File: src/hw/sxu_pkg.sv
package sxu_pkg;

    typedef enum logic [2:0] {
        SXU_IDLE = 3'b000,
        SXU_DECODE = 3'b001,
        SXU_READ = 3'b010,
        SXU_PROC = 3'b011,
        SXU_WRITE = 3'b100
    } sxu_state_t;

    // Opcode fields of the instruction word
    localparam logic [7:0] SXU_OP_LIT = 8'h08;
    localparam logic [5:0] SXU_OP_FILE = 6'h17;
    localparam int SXU_D_BIT = 9;
    localparam int SXU_A_BIT = 8;
    localparam int SXU_ACC_SPLIT_BIT = 7;

    // Access bank: low half of bank 0, high half of the top bank
    localparam logic [3:0] SXU_ACC_LOW_BANK = 4'h0;
    localparam logic [3:0] SXU_ACC_HIGH_BANK = 4'hf;

    // Flag positions in the status register
    localparam int SXU_FLG_C = 0;
    localparam int SXU_FLG_DC = 1;
    localparam int SXU_FLG_Z = 2;
    localparam int SXU_FLG_OV = 3;
    localparam int SXU_FLG_N = 4;

    // Register offsets
    localparam logic [1:0] SXU_REG_W = 2'h0;
    localparam logic [1:0] SXU_REG_BSR = 2'h1;
    localparam logic [1:0] SXU_REG_FLAGS = 2'h2;
    localparam logic [1:0] SXU_REG_STATE = 2'h3;

    // Values after reset
    localparam logic [7:0] SXU_W_RST = 8'h00;
    localparam logic [3:0] SXU_BSR_RST = 4'h0;
    localparam logic [4:0] SXU_FLAGS_RST = 5'h00;

    // Cycles from instruction taken to done pulse
    localparam int SXU_DONE_LAT = 5;

endpackage : sxu_pkg

File: src/hw/sxu_subtract_unit.sv
// Overview of operation
// - The literal opcode computes the 8-bit immediate minus W and writes the result to W.
// - The file opcode computes the addressed file register minus W, address in the low instruction byte.
// - The file result goes to W when the destination bit is 0 and back to the file register when it is 1.
// - The bank-access bit 0 forces the access bank, 1 uses the bank select register.
// - Both opcodes update N, OV, C, DC and Z, with C cleared on a borrow.
// - A zero result sets Z and C and clears N; a nonzero result clears Z.
// - A negative result wraps to 8-bit two's complement, clears C and sets N to bit 7 of the wrapped result.
// - The literal opcode runs decode, read literal, process, write W in one four-phase cycle.
// - The file opcode runs decode, read file, process, write destination in one four-phase cycle.
module sxu_subtract_unit
    import sxu_pkg::*;
(
    input wire logic clk,
    input wire logic rst_b,
    input wire logic instr_valid,
    input wire logic [15:0] instr_word,
    output logic instr_ready,
    output logic instr_done,
    output logic instr_bad,
    output logic [11:0] file_addr,
    output logic file_rd,
    input wire logic [7:0] file_rdata,
    output logic file_wr,
    output logic [7:0] file_wdata,
    input wire logic [1:0] reg_addr,
    input wire logic [7:0] reg_wdata,
    input wire logic reg_wr,
    input wire logic reg_rd,
    output logic [7:0] reg_rdata,
    output logic [7:0] working_reg,
    output logic [4:0] status_flags
);

    typedef struct packed {
        sxu_state_t st;
        logic [15:0] ir;
        logic [7:0] w;
        logic [3:0] bank_select_register;
        logic [4:0] flags;
        logic [4:0] nf;
        logic [7:0] res;
        logic [11:0] faddr;
        logic frd;
        logic fwr;
        logic [7:0] fwdata;
        logic ready;
        logic done;
        logic bad;
        logic [7:0] rdata;
    } sxu_regs_t;

    sxu_regs_t q;
    sxu_regs_t d;

    logic is_lit;
    logic is_file;
    logic to_file;
    logic [7:0] op_src;
    logic [8:0] diff9;
    logic [4:0] nib5;
    logic [7:0] diff;
    logic ovf;

    assign is_lit = (q.ir[15:8] == SXU_OP_LIT);
    assign is_file = (q.ir[15:10] == SXU_OP_FILE);
    assign to_file = is_file && q.ir[SXU_D_BIT];

    // Operand: immediate, or file data returned the cycle after the read
    assign op_src = is_lit ? q.ir[7:0] : file_rdata;
    // Minuend plus inverted W plus one; bit 8 is the no-borrow carry
    assign diff9 = {1'b0, op_src} + {1'b0, ~q.w} + 9'h001;
    assign nib5 = {1'b0, op_src[3:0]} + {1'b0, ~q.w[3:0]} + 5'h01;
    assign diff = diff9[7:0];
    assign ovf = (op_src[7] != q.w[7]) && (diff[7] != op_src[7]);

    always_comb begin
        d = q;
        d.done = 1'b0;
        d.frd = 1'b0;
        d.fwr = 1'b0;
        d.rdata = 8'h00;
        if (reg_rd) begin
            case (reg_addr)
                SXU_REG_W: d.rdata = q.w;
                SXU_REG_BSR: d.rdata = {4'h0, q.bank_select_register};
                SXU_REG_FLAGS: d.rdata = {3'h0, q.flags};
                SXU_REG_STATE: d.rdata = {3'h0, q.ready, q.bad, q.st};
                default: d.rdata = 8'h00;
            endcase
        end
        if (reg_wr) begin
            case (reg_addr)
                SXU_REG_W: d.w = reg_wdata;
                SXU_REG_BSR: d.bank_select_register = reg_wdata[3:0];
                SXU_REG_FLAGS: d.flags = reg_wdata[4:0];
                default: d.w = d.w;
            endcase
        end
        case (q.st)
            SXU_IDLE: begin
                if (instr_valid) begin
                    d.ir = instr_word;
                    d.ready = 1'b0;
                    d.bad = 1'b0;
                    d.st = SXU_DECODE;
                end
            end
            SXU_DECODE: begin
                if (is_lit || is_file) begin
                    if (!q.ir[SXU_A_BIT]) begin
                        d.faddr = {(q.ir[SXU_ACC_SPLIT_BIT] ? SXU_ACC_HIGH_BANK : SXU_ACC_LOW_BANK),
                                   q.ir[7:0]};
                    end else begin
                        d.faddr = {q.bank_select_register, q.ir[7:0]};
                    end
                    d.frd = is_file;
                    d.st = SXU_READ;
                end else begin
                    d.bad = 1'b1;
                    d.ready = 1'b1;
                    d.done = 1'b1;
                    d.st = SXU_IDLE;
                end
            end
            SXU_READ: begin
                d.st = SXU_PROC;
            end
            SXU_PROC: begin
                d.res = diff;
                d.fwdata = diff;
                d.fwr = to_file;
                d.nf[SXU_FLG_C] = diff9[8];
                d.nf[SXU_FLG_DC] = nib5[4];
                d.nf[SXU_FLG_Z] = (diff == 8'h00);
                d.nf[SXU_FLG_OV] = ovf;
                d.nf[SXU_FLG_N] = diff[7];
                d.st = SXU_WRITE;
            end
            SXU_WRITE: begin
                if (!to_file) begin
                    d.w = q.res;
                end
                d.flags = q.nf;
                d.ready = 1'b1;
                d.done = 1'b1;
                d.st = SXU_IDLE;
            end
            default: begin
                d.st = SXU_IDLE;
                d.ready = 1'b1;
            end
        endcase
    end

    always_ff @(posedge clk or negedge rst_b) begin
        if (!rst_b) begin
            q <= '{
                st: SXU_IDLE,
                ir: 16'h0000,
                w: SXU_W_RST,
                bank_select_register: SXU_BSR_RST,
                flags: SXU_FLAGS_RST,
                nf: SXU_FLAGS_RST,
                res: 8'h00,
                faddr: 12'h000,
                frd: 1'b0,
                fwr: 1'b0,
                fwdata: 8'h00,
                ready: 1'b1,
                done: 1'b0,
                bad: 1'b0,
                rdata: 8'h00
            };
        end else begin
            q <= d;
        end
    end

    assign instr_ready = q.ready;
    assign instr_done = q.done;
    assign instr_bad = q.bad;
    assign file_addr = q.faddr;
    assign file_rd = q.frd;
    assign file_wr = q.fwr;
    assign file_wdata = q.fwdata;
    assign reg_rdata = q.rdata;
    assign working_reg = q.w;
    assign status_flags = q.flags;
endmodule : sxu_subtract_unit

File: config.mk
export PLATFORM = sky130hd
export DESIGN_NAME = sxu_subtract_unit
export DESIGN_NICKNAME = d
export VERILOG_FILES = /design/src/hw/sxu_pkg.sv /design/src/hw/sxu_subtract_unit.sv
export SDC_FILE = /design/constraint.sdc
export NUM_CORES = 1
export LEC_CHECK = 0
export ABC_AREA = 0
export BUFFER_PORTS_ARGS = -buffer_cell sky130_fd_sc_hd__buf_2
export CAP_MARGIN = 20
export CORE_UTILIZATION = 38
export DETAILED_ROUTE_END_ITERATION = 10
export PLACE_DENSITY_LB_ADDON = 0.25
export SETUP_SLACK_MARGIN = 0.5
export SLEW_MARGIN = 20
export SYNTH_ARGS = -nofsm -noshare
export SYNTH_HDL_FRONTEND = slang
export SYNTH_SLANG_ARGS = --single-unit
File: constraint.sdc
create_clock -name clk -period 8.8 [get_ports clk]
set_clock_uncertainty 0.05 [all_clocks]
set_input_delay 0.44 -clock clk [delete_from_list [all_inputs] [get_ports clk]]
set_output_delay 0.44 -clock clk [all_outputs]
set_load 0.02 [all_outputs]
Yosys cells after proc, flatten, opt, wreduce, memory -nomap -nowiden:

Index checks and enable logic that the tools add are counted.

* input port bits: 39
* register bits after elaboration: 74
* word-level logic and storage cells: 73

* add/subtract/negate cells: 4
* reduce and logical (&&, ||, !) cells: 16
* bitwise gates (word level): 3
* equality and inequality tests: 13
* multiplexer cells: 23

Operator list (count)
* 8-bit 2-to-1 mux: 5
* 8-bit one-hot mux with 4 select lines: 1
* 19-bit 2-to-1 mux: 1
* 17-bit 2-to-1 mux: 1
* 12-bit 2-to-1 mux: 1
* 3-bit one-hot mux with 4 select lines: 1
* 5-bit 2-to-1 mux: 2
* 8-bit by 8-bit adder with 9-bit output: 1
* 9-bit by 1-bit adder with 9-bit output (second input constant): 1
* 9-bit 2-to-1 mux: 1
* 8-bit by 4-bit == test with 1-bit output (second input constant): 1
* 8-bit logical NOT: 1
* 4-bit 2-to-1 mux: 2
* 8-bit inverter: 1
* 2-bit AND reduction: 4
* 3-bit by 2-bit == test with 1-bit output (second input constant): 2
* 6-bit by 5-bit == test with 1-bit output (second input constant): 1
* 3-bit AND reduction: 2
* 2-bit nonzero test: 3
* 4-bit by 4-bit adder with 5-bit output: 1
* 5-bit by 1-bit adder with 5-bit output (second input constant): 1
* 2-bit == test (second input constant): 2
* 2-bit inequality test (second input constant): 2
* 4-bit inverter: 1
* other kinds (15): 20

Longest topological paths before layout:

Gate-level depths: netlist of the first run.

* depth in word-level cells: 6
* gate-level depth with buffers: 12
* mapped depth without buffers: 11

Worst setup path after synthesis of the first run:

Ideal clock, no wire load.

* path kind: register to register
* from: register q[71] (netlist bit)
* to: register q[43] (netlist bit)
* arrival time: 2818 ps
* path buffers: 1
* period minus slack after synthesis: 2963 ps
* path slack: 5837 ps
* stages on the path, launching flop included: 11
* library setup time: 95 ps
* cells stage by stage: dfrtp_1 -> nor4_1 -> and4b_1 -> buf_6 -> mux2_2 -> fa_1 -> a211o_1 -> a2111o_1 -> o211ai_1 -> nand2_1 -> o31ai_1

* longest elaborated chain between the ends: 5

RTL lines
* from (decl): RTL line sxu_subtract_unit.sv:53 `sxu_regs_t q;`
* from (signal assigned): RTL line sxu_subtract_unit.sv:158 `q <= '{`
* 8-bit by 4-bit == test with 1-bit output: RTL line sxu_subtract_unit.sv:65 `assign is_lit = (q.ir[15:8] == SXU_OP_LIT);`
* 8-bit 2-to-1 mux: RTL line sxu_subtract_unit.sv:70 `assign op_src = is_lit ? q.ir[7:0] : file_rdata;`
* 8-bit by 8-bit adder with 9-bit output: RTL line sxu_subtract_unit.sv:72 `assign diff9 = {1'b0, op_src} + {1'b0, ~q.w} + 9'h001;`
* 9-bit by 1-bit adder with 9-bit output: RTL line sxu_subtract_unit.sv:72
* 8-bit logical NOT: RTL line sxu_subtract_unit.sv:135 `d.nf[SXU_FLG_Z] = (diff == 8'h00);`

No other way between the ends.
A chain may end at the register's enable or synchronous reset.

Final worst setup path of the first run:

Ends and elaborated chain as after synthesis.

==> results.env, run 1 <==
STATUS='completed'
SYNTH_LARGEST_TYPE_AREA_FRACTION_PCT=47.35
NETLIST_TOP_CELLS_AREA='sky130_fd_sc_hd__dfrtp_1 47%, sky130_fd_sc_hd__mux2_2 11%, sky130_fd_sc_hd__buf_4 8.5%'
YOSYS-MUX-AREA-FRACTION_PCT=15.26
SETUP_VIOL=0
BUFFER_PORTS.INSERTED=84
LAYOUT.NETS=438
HTREE_NUM_LEVELS=3
MAXIMUM_NUMBER_OF_PINS_ON_ONE_NET_BEFORE_GLOBAL_ROUTE_REPAIR=74
POWER-PER-CELL-AREA_nW_PER_UM2=279.0
AREA_FRACTION_IN_COMPOUND_GATES_AFTER_SYNTHESIS_PCT=10.79
ROUTABILITYCONGESTION=0.7364
ENDPOINT='q[43]$_DFFE_PN0P_'
LARGEST_REGISTER_FFS=28
CTS_BUFFER_DEPTH=2
WORST_EP_REQUIRED_PS=9000
POST_SYNTH_INST_COUNT=348
MAX_CLOCK_FREQ_MHz=292.9
IRDROPWORSTVDD_mV=0.1120
HOLD_VIOL_FINAL=0
GRT_PASS1_VIAS=2499
CRIT_ARRIVAL_PS=3620
REG_TO_REG_CRITICAL_PATH_ENDPOINT='q[43]$_DFFE_PN0P_'
ANTENNA_FOUND_INITIAL=0
SYNTHTOPCELLSBYCOUNT='72 x sky130_fd_sc_hd__dfrtp_1, 43 x sky130_fd_sc_hd__buf_4, 36 x sky130_fd_sc_hd__mux2_2, 34 x sky130_fd_sc_hd__nand2_1, 28 x sky130_fd_sc_hd__o21ai_0'
WORSTREG2REGSTART='q[71]$_DFFE_PN0P_'
CLK_ROOT_BUFFER_CELL='sky130_fd_sc_hd__clkbuf_8'
GRT_SETUP_UNREPAIRED='false'
FINAL.FILL_COUNT=968
CRIT_PATH_START_KIND='register'
SYN-NUM-NETS=396
INITIAL_CORE_UTIL_PCT=39.11
CLK_TRANSITION_REPORTED_PATHS_PS=80
CTS_TREE='done'
PATH_CLASS='register to register'
DRT-PASS1-ITER-COUNT=4
CRITICAL_PATH_PEAK_FANOUT=10
DRT-TOTAL-WL_UM=8165
SETUP.WORST_PATH.END_CLASS='register'
DIE_HEIGHT_UM=102.1
DIE_W_UM=102.1
DRIVE_GT1_SHARE_PCT=36.96
FP.COREAREA_UM2=9729
WORST_SLEW_PIN_SLEW_PS=1050
WORST_SLEW_MARGIN_REL_PCT=29.86
AVGVIACOUNTPERCELL=4.837
SYNTH_AREA_PER_CELL_UM2=10.93
GLOBALROUTEOVERFLOWTOTAL=0
FINALCOREUTILIZATION_PCT=43.62
PIN_COUNT=85
POST-SYNTH-TOP-COUNT-CELL='sky130_fd_sc_hd__dfrtp_1'
HPWL_UM=6117
GRT.TOTAL_USAGE_PCT=16.57
DRV_CAP=0
FP-ROW-COUNT=36
SYNTH-WARNING-COUNT=0
HOLD_CRIT_CLASS='input pin to async pin'
TNS_PS=0
SYNTH.LIB_CELLS_USED.DISTINCT=49
POST-CTS-SETUP-BUFFERS=0
DRT.ANTENNA.VIOLATING_NETS=0
REGISTER_WITH_THE_MOST_FLIP_FLOPS='q'
PRIMARY_FF_MASTER_SYNTH='sky130_fd_sc_hd__dfrtp_1'
CTS.SINKS=73
CRIT_START='q[71]$_DFFE_PN0P_'
SYNTH-ADDER-AREA-SHARE_PCT=3.157
NUMCTSBUFFERS=9
SYNTH_EDF_COUNT=0
SYNTH_SEQ_AREA_SHARE_PCT=48.04
AREA.SEQUENTIAL_UM2=1828
POWER.STATIC_LEAKAGE_nW=2.054
FIN_CRIT_SH_PCT=38.80
ROUTED_VIAS=2554
FP.DIEAREA_UM2=10420
CTS_RESIZED=0
SYNTH-XOR-AREA-SHARE_PCT=0.9207
GRT_PASS1_WL_UM=12880
1ST_ITER_DRT_VIOLS=81
SYNTH_AREA_UM2=3805
LARGEST_FAMILY_OF_LOGIC_CELLS_BY_SYNTHESIZED_AREA='multiplexers'
POST-ROUTE-DRC-COUNT=0
SYNTH_SIMPLE_GATE_AREA_SHARE_PCT=10.75
ASYNC_FLOP_SHARE_PCT=100.0
MAX_SLEW_VIOLATION_COUNT=0
POST_CTS_HOLD_BUFFER_COUNT=0
RR_WORST_DEPTH=11
CLOCK_LATENCY_PS=350
YS_FF_LATCH=73
RRSETUPSLACK_PS=5390
MULTI_INPUT_COMB_AREA_UM2=1555
ANTENNA_CELLS=0
AVGROUTEDWIREPERCELL_UM=15.46
SYNTH_LARGEST_AREA_CELL='sky130_fd_sc_hd__dfrtp_1'
FINAL.MIN_CLOCK_PERIOD_PS=3414
AREA_GROWTH_PCT=11.54
worst min-delay path by stage:
stage / endpoint / slack, ps / depth (start not counted)
after global placement: file_addr[10]$_DFFE_PN0P_ / 410 / 2
after detailed placement: file_addr[11]$_DFFE_PN0P_ / 420 / 2
after floorplan: file_addr[0]$_DFFE_PN0P_ / 90 / 0
after global routing: q[64]$_DFFE_PN0P_ / 270 / 2
after CTS: q[64]$_DFFE_PN0P_ / 260 / 2
final: file_addr[8]$_DFFE_PN0P_ / 270 / 2
kinds of logic after synthesis:
| family | Yosys count |
|---|---|
| compound gates | 66 |
| flops | 73 |
| fa+ha+maj | 9 |
| xor+xnor | 4 |
| buf+inv | 66 |
| simple gates | 82 |
| mux | 48 |
critical path, stage by stage (launching register included):
cell                       delay (ps)
sky130_fd_sc_hd__dfrtp_1          460
sky130_fd_sc_hd__nor4_1           260
sky130_fd_sc_hd__and4b_1          560
sky130_fd_sc_hd__mux2i_1          250
sky130_fd_sc_hd__ha_1             170
sky130_fd_sc_hd__inv_1             50
sky130_fd_sc_hd__fa_1             420
sky130_fd_sc_hd__a211o_1          300
sky130_fd_sc_hd__a2111o_1         370
sky130_fd_sc_hd__o211ai_1         120
sky130_fd_sc_hd__nand2_1           80
sky130_fd_sc_hd__o31ai_1          230
layout make-up:
class,count,share of cell area (%)
multi-input cells,209,36.65
inverters,12,1.061
clock buffers,12,3.420
clock inverters,4,1.798
repair buffers,85,10.08
well taps,133,3.921
flip-flops and latches,73,43.07
cell usage in the layout, fill, tap and decap left out, types with 3 or more instances in the layout:
master,Yosys,routed
sky130_fd_sc_hd__a211oi_1,3,3
sky130_fd_sc_hd__a21oi_1,17,17
sky130_fd_sc_hd__and2_1,5,5
sky130_fd_sc_hd__and3_1,7,7
sky130_fd_sc_hd__buf_2,4,84
sky130_fd_sc_hd__clkbuf_8,0,10
sky130_fd_sc_hd__dfrtp_1,72,72
sky130_fd_sc_hd__ha_1,8,8
sky130_fd_sc_hd__inv_1,12,12
sky130_fd_sc_hd__mux2_2,36,36
sky130_fd_sc_hd__mux2i_1,7,7
sky130_fd_sc_hd__mux4_2,4,4
sky130_fd_sc_hd__nand2_1,34,34
sky130_fd_sc_hd__nand2b_1,3,3
sky130_fd_sc_hd__nand3b_1,4,4
sky130_fd_sc_hd__nor2_1,14,14
sky130_fd_sc_hd__nor4_1,3,3
sky130_fd_sc_hd__o21ai_0,28,28
sky130_fd_sc_hd__xnor2_1,3,3
layer usage:
layer	track usage, %	routed length (um)	vias up
met5	0	0	-
met4	6.374	147	0
met3	4.856	475	12
met2	25.86	3715	77
met1	21.77	3827	1211
li1	-	-	1254
through the flow:
step	setup WS, ps	hold slack (ps)	power (W)	cell area, um2	std cells
CTS	5367	258.0	0.001197	4244	528
global route	5119	271.0	0.001262	4244	528
detailed placement	5378	418.5	0.0008987	4023	512
finish	5386	267.8	0.001184	4244	528
global placement	5459	413.1	0.0008892	4023	512
floorplan	5837	94.41	0.0008446	3805	348
report_power, final:
group	internal, W	total, W	switching, W
Sequential	0.000431	0.000502	0.0000706
Combinational	0.000162	0.000387	0.000225
Clock	0.000168	0.000296	0.000127
(Power assumes the default switching activity.)
==> run 2, diff against run 1 <==
==> constraint.sdc (replaced) <==
create_clock -name clk -period 3.3 [get_ports clk]
set_clock_uncertainty 0.05 [all_clocks]
set_input_delay 0.165 -clock clk [delete_from_list [all_inputs] [get_ports clk]]
set_output_delay 0.165 -clock clk [all_outputs]
set_load 0.02 [all_outputs]
==> run 2 against run 1 <==
  * Via count is 4.6% higher
  * Final area is 9.0% higher
  * First-iteration DRC count is 27% higher
  * Highest routed layer unchanged
  * Final cell count is 4.2% higher
  * Maximum frequency is 9.7% higher
  * Die area stayed put
  * Critical path depth stayed put
  * Worst setup slack worse by 5200 ps
  * Flip-flop and latch count stayed put
==> results.env, run 2 (same netlist as run 1, synthesis figures left out) <==
STATUS='completed'
WORST_EP_REQUIRED_PS=3500  # -5500 ps
FINAL.MIN_CLOCK_PERIOD_PS=3113  # -301.5 ps
HTREE_NUM_LEVELS=3  # unchanged
GLOBALROUTEOVERFLOWTOTAL=0  # unchanged
CRITPATHTOPFAMILY='simple AND/OR/NAND/NOR gates'
1ST_ITER_DRT_VIOLS=103  # +27%
LAYOUT.NETS=460  # +5.0%
PATH_CLASS='register to register'
ANTENNA_CELLS=0  # unchanged
FP.COREAREA_UM2=9729  # unchanged
ROUTABILITYCONGESTION=0.7910  # +7.4%
BUFFER_PORTS.INSERTED=84  # unchanged
CRIT_BUF_INV=2  # +1
CTS.SINKS=73  # unchanged
DRT-PASS1-ITER-COUNT=4  # unchanged
LAYOUT_COMMON_CELLS='84 x sky130_fd_sc_hd__buf_2, 72 x sky130_fd_sc_hd__dfrtp_1, 35 x sky130_fd_sc_hd__mux2_2'
DRV_CAP=0  # unchanged
ANTENNA_FOUND_INITIAL=0  # unchanged
POWER-PER-CELL-AREA_nW_PER_UM2=742.5  # +170%
FIN_CRIT_SH_PCT=94.33  # +56 points
GRT_PASS1_WL_UM=13290  # +3.2%
CRIT_PATH_START_KIND='register'
CRIT_ARRIVAL_PS=3320  # -300 ps
POWER.STATIC_LEAKAGE_nW=2.198  # +7.0%
CP_SLOWEST_STAGE_DELAY_PS=400  # -160 ps
DIE_HEIGHT_UM=102.1  # unchanged
WORST_SLEW_PIN_SLEW_PS=792.8  # -257.1 ps
AVGVIACOUNTPERCELL=4.858  # +0.44%
CTS_TREE='done'
IRDROPWORSTVDD_mV=0.3892  # +250%
MAX_SLEW_VIOLATION_COUNT=0  # unchanged
TNS_PS=0  # unchanged
POST-ROUTE-DRC-COUNT=0  # unchanged
GRT.TOTAL_USAGE_PCT=16.92  # +0.34 points
INITIAL_CORE_UTIL_PCT=39.11  # unchanged
DIE_W_UM=102.1  # unchanged
FP-ROW-COUNT=36  # unchanged
SETUP.WORST_PATH.END_CLASS='register'
CRITICAL_PATH_PEAK_FANOUT=4  # -6
DRT.ANTENNA.VIOLATING_NETS=0  # unchanged
HPWL_UM=6229  # +1.8%
SETUP_VIOL=0  # unchanged
HOLD_VIOL_FINAL=0  # unchanged
REGISTER_WITH_THE_MOST_FLIP_FLOPS='q'
ROUTED_VIAS=2672  # +4.6%
MAX_CLOCK_FREQ_MHz=321.2  # +9.7%
TIMING.CRITICAL_PATH.CELLS='nor4_2 > and4b_2 > mux2i_1 > ha_2 > inv_2 > fa_2 > buf_4 > xnor2_1 > nor4bb_2 > o211ai_1 > o31ai_2'
FINALCOREUTILIZATION_PCT=47.56  # +3.9 points
FP.DIEAREA_UM2=10420  # unchanged
MAXIMUM_NUMBER_OF_PINS_ON_ONE_NET_BEFORE_GLOBAL_ROUTE_REPAIR=43  # -42%
SLOWEST_STAGE='sky130_fd_sc_hd__dfrtp_1'
AREA_GROWTH_PCT=21.60
CLK_ROOT_BUFFER_CELL='sky130_fd_sc_hd__clkbuf_8'
CLOCK_LATENCY_PS=350  # about the same
FINAL.FILL_COUNT=924  # -4.5%
LAYOUT.CELLS.MOST_COMMON='sky130_fd_sc_hd__buf_2'
CLK_TRANSITION_REPORTED_PATHS_PS=80  # about the same
DRT-TOTAL-WL_UM=8479  # +3.8%
PIN_COUNT=85  # unchanged
NUMCTSBUFFERS=9  # unchanged
DRIVE_GT1_SHARE_PCT=42.69  # +5.7 points
HOLD_CRIT_CLASS='input pin to register'
WORST_SLEW_MARGIN_REL_PCT=47.09  # +17 points
GRT_SETUP_UNREPAIRED='true'
LARGEST_REGISTER_FFS=28  # unchanged
GRT_PASS1_VIAS=2652  # +6.1%
CTS_BUFFER_DEPTH=2  # unchanged
AVGROUTEDWIREPERCELL_UM=15.42  # -0.31%
## run 2: layout make-up
class,count,area (um2),share of cell area (%)
timing repair buffer,107,633.1,13.68
multi-input combinational,209,1689,36.51
clock buffer,10,127.6,2.758
tap,133,166.4,3.597
clock inverter,6,137.6,2.975
inverter,12,45.04,0.9735
sequential,73,1828,39.51
## run 2: worst paths after layout
kind	start	end	slack, ps	cells after the start
worst min-delay path	instr_word[10]	q[73]$_DFFE_PN0P_	10	2
max in group asynchronous	rst_b	file_addr[0]$_DFFE_PN0P_	2150	3
min in group asynchronous	rst_b	file_addr[9]$_DFFE_PN0P_	370	2
worst min register to register	file_addr[8]$_DFFE_PN0P_	file_addr[8]$_DFFE_PN0P_	430	2
worst max register to register	q[71]$_DFFE_PN0P_	q[43]$_DFFE_PN0P_	190	11
worst max-delay path	q[71]$_DFFE_PN0P_	q[43]$_DFFE_PN0P_	190	11
## run 2: worst register-to-register path, delay by kind of cell, from the launching register on
kind | cells | cell delay (ps)
simple gates | 3 | 970
fa+ha+maj | 2 | 560
compound gates | 2 | 410
flops | 1 | 400
xor+xnor | 1 | 240
mux | 1 | 210
buf+inv | 2 | 190
## run 2: what timing repair did
item,4_1_cts,5_1_grt
pin swaps,10,4
setup endpoints to repair,7,7
hold buffers,11,0
buffers inserted,4,1
endpoints found under the hold margin,40,0
resized for setup,9,18
## run 2: power by group
group | switching, W | total, W | internal [W]
clock network | 0.000341 | 0.000924 | 0.000583
logic | 0.000656 | 0.00117 | 0.000510
registers | 0.000196 | 0.00135 | 0.00115
total | 0.00119 | 0.00344 | 0.00224
## run 2: metrics by stage
stage / area [um2] / hold slack, ps / std cells / power, W / worst slack [ps]
floorplan: 3814 / -180.6 / 348 / 0.002255 / 415.8
global placement: 4089 / 231.8 / 518 / 0.002383 / 191.1
detailed placement: 4089 / 226.0 / 518 / 0.002408 / 63.87
CTS: 4516 / 7.176 / 549 / 0.003381 / 254.5
global route: 4627 / 8.396 / 550 / 0.003640 / 40.77
finish: 4627 / 12.00 / 550 / 0.003435 / 187.1
## run 2: routing by layer
metal / GRT usage (%) / vias to the layer above / routed length (um)
li1: - / 1301 / -
met4: 4.286 / 0 / 66
met2: 27.88 / 82 / 4138
met3: 4.720 / 8 / 532
met1: 22.01 / 1281 / 3741
met5: 0 / - / 0
==> run 3, diff against run 2 <==
--- a/config.mk
+++ b/config.mk
@@ -5,12 +5,12 @@
 export SDC_FILE = /design/constraint.sdc
 export NUM_CORES = 1
 export LEC_CHECK = 0
-export ABC_AREA = 0
+export ABC_AREA = 1
 export BUFFER_PORTS_ARGS = -buffer_cell sky130_fd_sc_hd__buf_2
 export CAP_MARGIN = 20
 export CORE_UTILIZATION = 38
 export DETAILED_ROUTE_END_ITERATION = 10
-export PLACE_DENSITY_LB_ADDON = 0.25
+export PLACE_DENSITY_LB_ADDON = 0.05
 export SETUP_SLACK_MARGIN = 0.5
 export SLEW_MARGIN = 20
 export SYNTH_ARGS = -nofsm -noshare
==> run 3 against run 2 <==
  * The run now ends with negative hold slack left
  * Via count is 20% higher
  * First-iteration DRC count is 13% higher
  * Worst setup slack better by 700 ps
  * Total power is 10% higher
  * Routed wire length is 15% higher
  * Clock power is 13% lower
  * Die area is 5.4% higher
  * Flip-flop and latch count stayed put
  * Non-clock buffer count is 5 lower
  * Critical endpoint unchanged
  * Highest routed layer unchanged
  * Final area is 0.38% lower
  * Synthesized cell count is 41% higher
  * Largest power group is now combinational cells
  * Area after synthesis is 5.5% higher
==> results.env, run 3 <==
AVGROUTEDWIREPERCELL_UM=14.07  # -8.8%
POST_SYNTH_INST_COUNT=491  # +41%
FP.DIEAREA_UM2=10980  # +5.4%
GRT.TOTAL_USAGE_PCT=19.21  # +2.3 points
CRITICAL_PATH_PEAK_FANOUT=16  # +12
AVGVIACOUNTPERCELL=4.651  # -4.3%
STATUS='finished, violations left'
REGISTER_WITH_THE_MOST_FLIP_FLOPS='q'
SYNTH_LARGEST_TYPE_AREA_FRACTION_PCT=44.89  # -2.5 points
DRIVE_GT1_SHARE_PCT=25.05  # -18 points
CLOCK_LATENCY_PS=360  # about the same
CRIT_ARRIVAL_PS=2660  # -660 ps
LAYOUT.CELLS.MOST_COMMON='sky130_fd_sc_hd__nand2_1'
SYNTH.LIB_CELLS_USED.DISTINCT=33  # -33%
MAXIMUM_NUMBER_OF_PINS_ON_ONE_NET_BEFORE_GLOBAL_ROUTE_REPAIR=74  # +72%
LAYOUT_COMMON_CELLS='116 x sky130_fd_sc_hd__nand2_1, 84 x sky130_fd_sc_hd__buf_2, 72 x sky130_fd_sc_hd__dfrtp_1'
INITIAL_CORE_UTIL_PCT=39.06  # -0.052 points
ANTENNA_CELLS=0  # unchanged
FIN_CELLS=691  # +26%
LAYOUT.NETS=598  # +30%
SYNTH_EDF_COUNT=0  # unchanged
MAX_SLEW_VIOLATION_COUNT=0  # unchanged
WORST_EP_REQUIRED_PS=3540  # +40 ps
FP-ROW-COUNT=37  # +2.8%
YS_FF_LATCH=73  # unchanged
CLK_ROOT_BUFFER_CELL='sky130_fd_sc_hd__clkbuf_8'
SETUP.WORST_PATH.END_CLASS='register'
POST-ROUTE-DRC-COUNT=0  # unchanged
SYNTH_AREA_PER_CELL_UM2=8.175  # -25%
PRIMARY_FF_MASTER_SYNTH='sky130_fd_sc_hd__dfrtp_1'
SYNTH_SEQ_AREA_SHARE_PCT=45.54  # -2.5 points
WORSTREG2REGSTART='q[71]$_DFFE_PN0P_'
CTS_BUFFER_DEPTH=2  # unchanged
MAX_CLOCK_FREQ_MHz=414.1  # +29%
HOLD_VIOL_FINAL=14  # +14
GRT_PASS1_WL_UM=16080  # +21%
SYNTH_AREA_UM2=4014  # +5.5%
CLK_TRANSITION_REPORTED_PATHS_PS=80  # about the same
IRDROPWORSTVDD_mV=0.3099  # -20%
SYNTHTOPCELLSBYCOUNT='116 x sky130_fd_sc_hd__nand2_1, 72 x sky130_fd_sc_hd__dfrtp_1, 63 x sky130_fd_sc_hd__inv_1, 61 x sky130_fd_sc_hd__o21ai_0, 42 x sky130_fd_sc_hd__buf_4'
ANTENNA_FOUND_INITIAL=0  # unchanged
FP.COREAREA_UM2=10280  # +5.6%
FIN_CRIT_SH_PCT=73.17  # -21 points
PLACED_CELLS=659  # +27%
RR_WORST_DEPTH=15  # +4
DIE_W_UM=104.8  # +2.7%
LARGEST_REGISTER_FFS=28  # unchanged
CTS.SINKS=73  # unchanged
PIN_COUNT=85  # unchanged
VIOLATIONS='negative hold slack'
DRT.ANTENNA.VIOLATING_NETS=0  # unchanged
ASYNC_FLOP_SHARE_PCT=100.0  # unchanged
SYN-NUM-NETS=539  # +36%
HOLD_CRIT_CLASS='input pin to async pin'
SETUP_VIOL=0  # unchanged
1ST_ITER_DRT_VIOLS=116  # +13%
GRT_PASS1_VIAS=3085  # +16%
POWER.STATIC_LEAKAGE_nW=2.495  # +13%
FINALHOLDWORSTSLACK_PS=-11.14  # -23.14 ps
GRT_SETUP_UNREPAIRED='false'
ROUTED_VIAS=3214  # +20%
NUMCTSBUFFERS=9  # unchanged
DIE_HEIGHT_UM=104.8  # +2.7%
BUFFER_PORTS.INSERTED=84  # unchanged
HTREE_NUM_LEVELS=3  # unchanged
TNS_PS=0  # unchanged
GLOBALROUTEOVERFLOWTOTAL=0  # unchanged
POST-SYNTH-TOP-COUNT-CELL='sky130_fd_sc_hd__nand2_1'
DRT-PASS1-ITER-COUNT=4  # unchanged
WORST_SLEW_MARGIN_REL_PCT=38.10  # -9.0 points
DRV_CAP=0  # unchanged
DRT-TOTAL-WL_UM=9720  # +15%
CRIT_PATH_START_KIND='register'
CTS_TREE='done'
POST-CTS-SETUP-BUFFERS=0  # -4
HPWL_UM=7382  # +19%
POWER-PER-CELL-AREA_nW_PER_UM2=822.7  # +11%
SYNTH-WARNING-COUNT=0  # unchanged
NETLIST_TOP_CELLS_AREA='sky130_fd_sc_hd__dfrtp_1 45%, sky130_fd_sc_hd__nand2_1 11%, sky130_fd_sc_hd__buf_4 7.9%'
AREA_GROWTH_PCT=14.84
RRSETUPSLACK_PS=890  # +700 ps
WORST_SLEW_PIN_SLEW_PS=928.6  # +135.8 ps
SYNTH_LARGEST_AREA_CELL='sky130_fd_sc_hd__dfrtp_1'
PATH_CLASS='register to register'
REG_TO_REG_CRITICAL_PATH_ENDPOINT='q[43]$_DFFE_PN0P_'
FINAL.MIN_CLOCK_PERIOD_PS=2415  # -698.2 ps
ROUTABILITYCONGESTION=0.8270  # +4.6%
## run 3: worst max path at each step
stage | slack, ps | startpoint | to
after detailed placement | 900 | q[73]$_DFFE_PN0P_ | q[43]$_DFFE_PN0P_
after floorplan | 1000 | q[71]$_DFFE_PN0P_ | q[43]$_DFFE_PN0P_
after global placement | 940 | q[71]$_DFFE_PN0P_ | file_wdata[6]$_DFFE_PN0P_
after global routing | 610 | q[71]$_DFFE_PN0P_ | q[43]$_DFFE_PN0P_
final | 890 | q[71]$_DFFE_PN0P_ | q[43]$_DFFE_PN0P_
after CTS | 870 | q[71]$_DFFE_PN0P_ | q[43]$_DFFE_PN0P_
## run 3: layer usage
layer	share of wire (%)	vias up	track usage (%)	wire length [um]
met5	0	-	0	0
met4	1.5	0	7.344	146
met1	49	1494	27.16	4769
met3	4.3	13	3.743	417
met2	45	65	29.00	4386
li1	-	1642	-	-
## run 3: logic make-up (layout without fill, tap and decap cells)
kind of cell             count (synthesis)  count (layout)  synth area share (%)
AO/OA/AOI/OAI                          102             102                 14.09
adder cells (fa/ha/maj)                  9               9                 2.993
buffers and inverters                  124             188                 16.49
flip-flops                              73              73                 45.54
multiplexers                             4               4                 1.184
AND/OR/NAND/NOR                        179             179                 19.70
## run 3: stage by stage
step | total power [W] | utilization [%] | area, um2 | setup WS (ps)
after floorplan | 0.002709 | - | 4014 | 999.9
after global placement | 0.002997 | 41.06 | 4220 | 939.1
after detailed placement | 0.003010 | 41.06 | 4220 | 899.7
after CTS | 0.003842 | 44.85 | 4609 | 870.1
after global routing | 0.004108 | 44.85 | 4609 | 609.7
final | 0.003792 | 44.85 | 4609 | 885.3
## run 3: layout make-up
type / instances / area (um2)
Clock buffer: 11 / 151.4
Inverter: 70 / 262.8
Sequential cell: 73 / 1828
Fill cell: 1102 / 5668
Timing Repair Buffer: 102 / 595.6
Multi-Input combinational cell: 294 / 1524
Clock inverter: 5 / 77.57
Tap cell: 136 / 170.2
## run 3: power by group
part	internal [W]	switching (W)	leakage (nW)	total, W
combinational	0.000525	0.00106	1.48	0.00159
clock	0.000464	0.000340	0.115	0.000804
sequential	0.00121	0.000196	0.899	0.00140
total	0.00219	0.00160	2.49	0.00379
## run 3: worst max-delay path, cell delays in order, from the launching register on
cell and delay, ps:
sky130_fd_sc_hd__dfrtp_1 440, sky130_fd_sc_hd__inv_2 90, sky130_fd_sc_hd__nand2_2 70, sky130_fd_sc_hd__nor2_4 130
sky130_fd_sc_hd__nand2_4 120, sky130_fd_sc_hd__a21oi_1 170, sky130_fd_sc_hd__ha_1 150, sky130_fd_sc_hd__inv_1 70
sky130_fd_sc_hd__fa_1 430, sky130_fd_sc_hd__nand2_1 140, sky130_fd_sc_hd__nand3_1 100, sky130_fd_sc_hd__nand2_1 70
sky130_fd_sc_hd__nand2_1 90, sky130_fd_sc_hd__nor2_1 110, sky130_fd_sc_hd__nand2_1 60, sky130_fd_sc_hd__nand2_1 50
## run 3: timing repair
| item | CTS | global route |
|---|---|---|
| hold buffers | 16 | 0 |
| resized for setup | 0 | 0 |
| endpoints found under the hold margin | 16 | 0 |
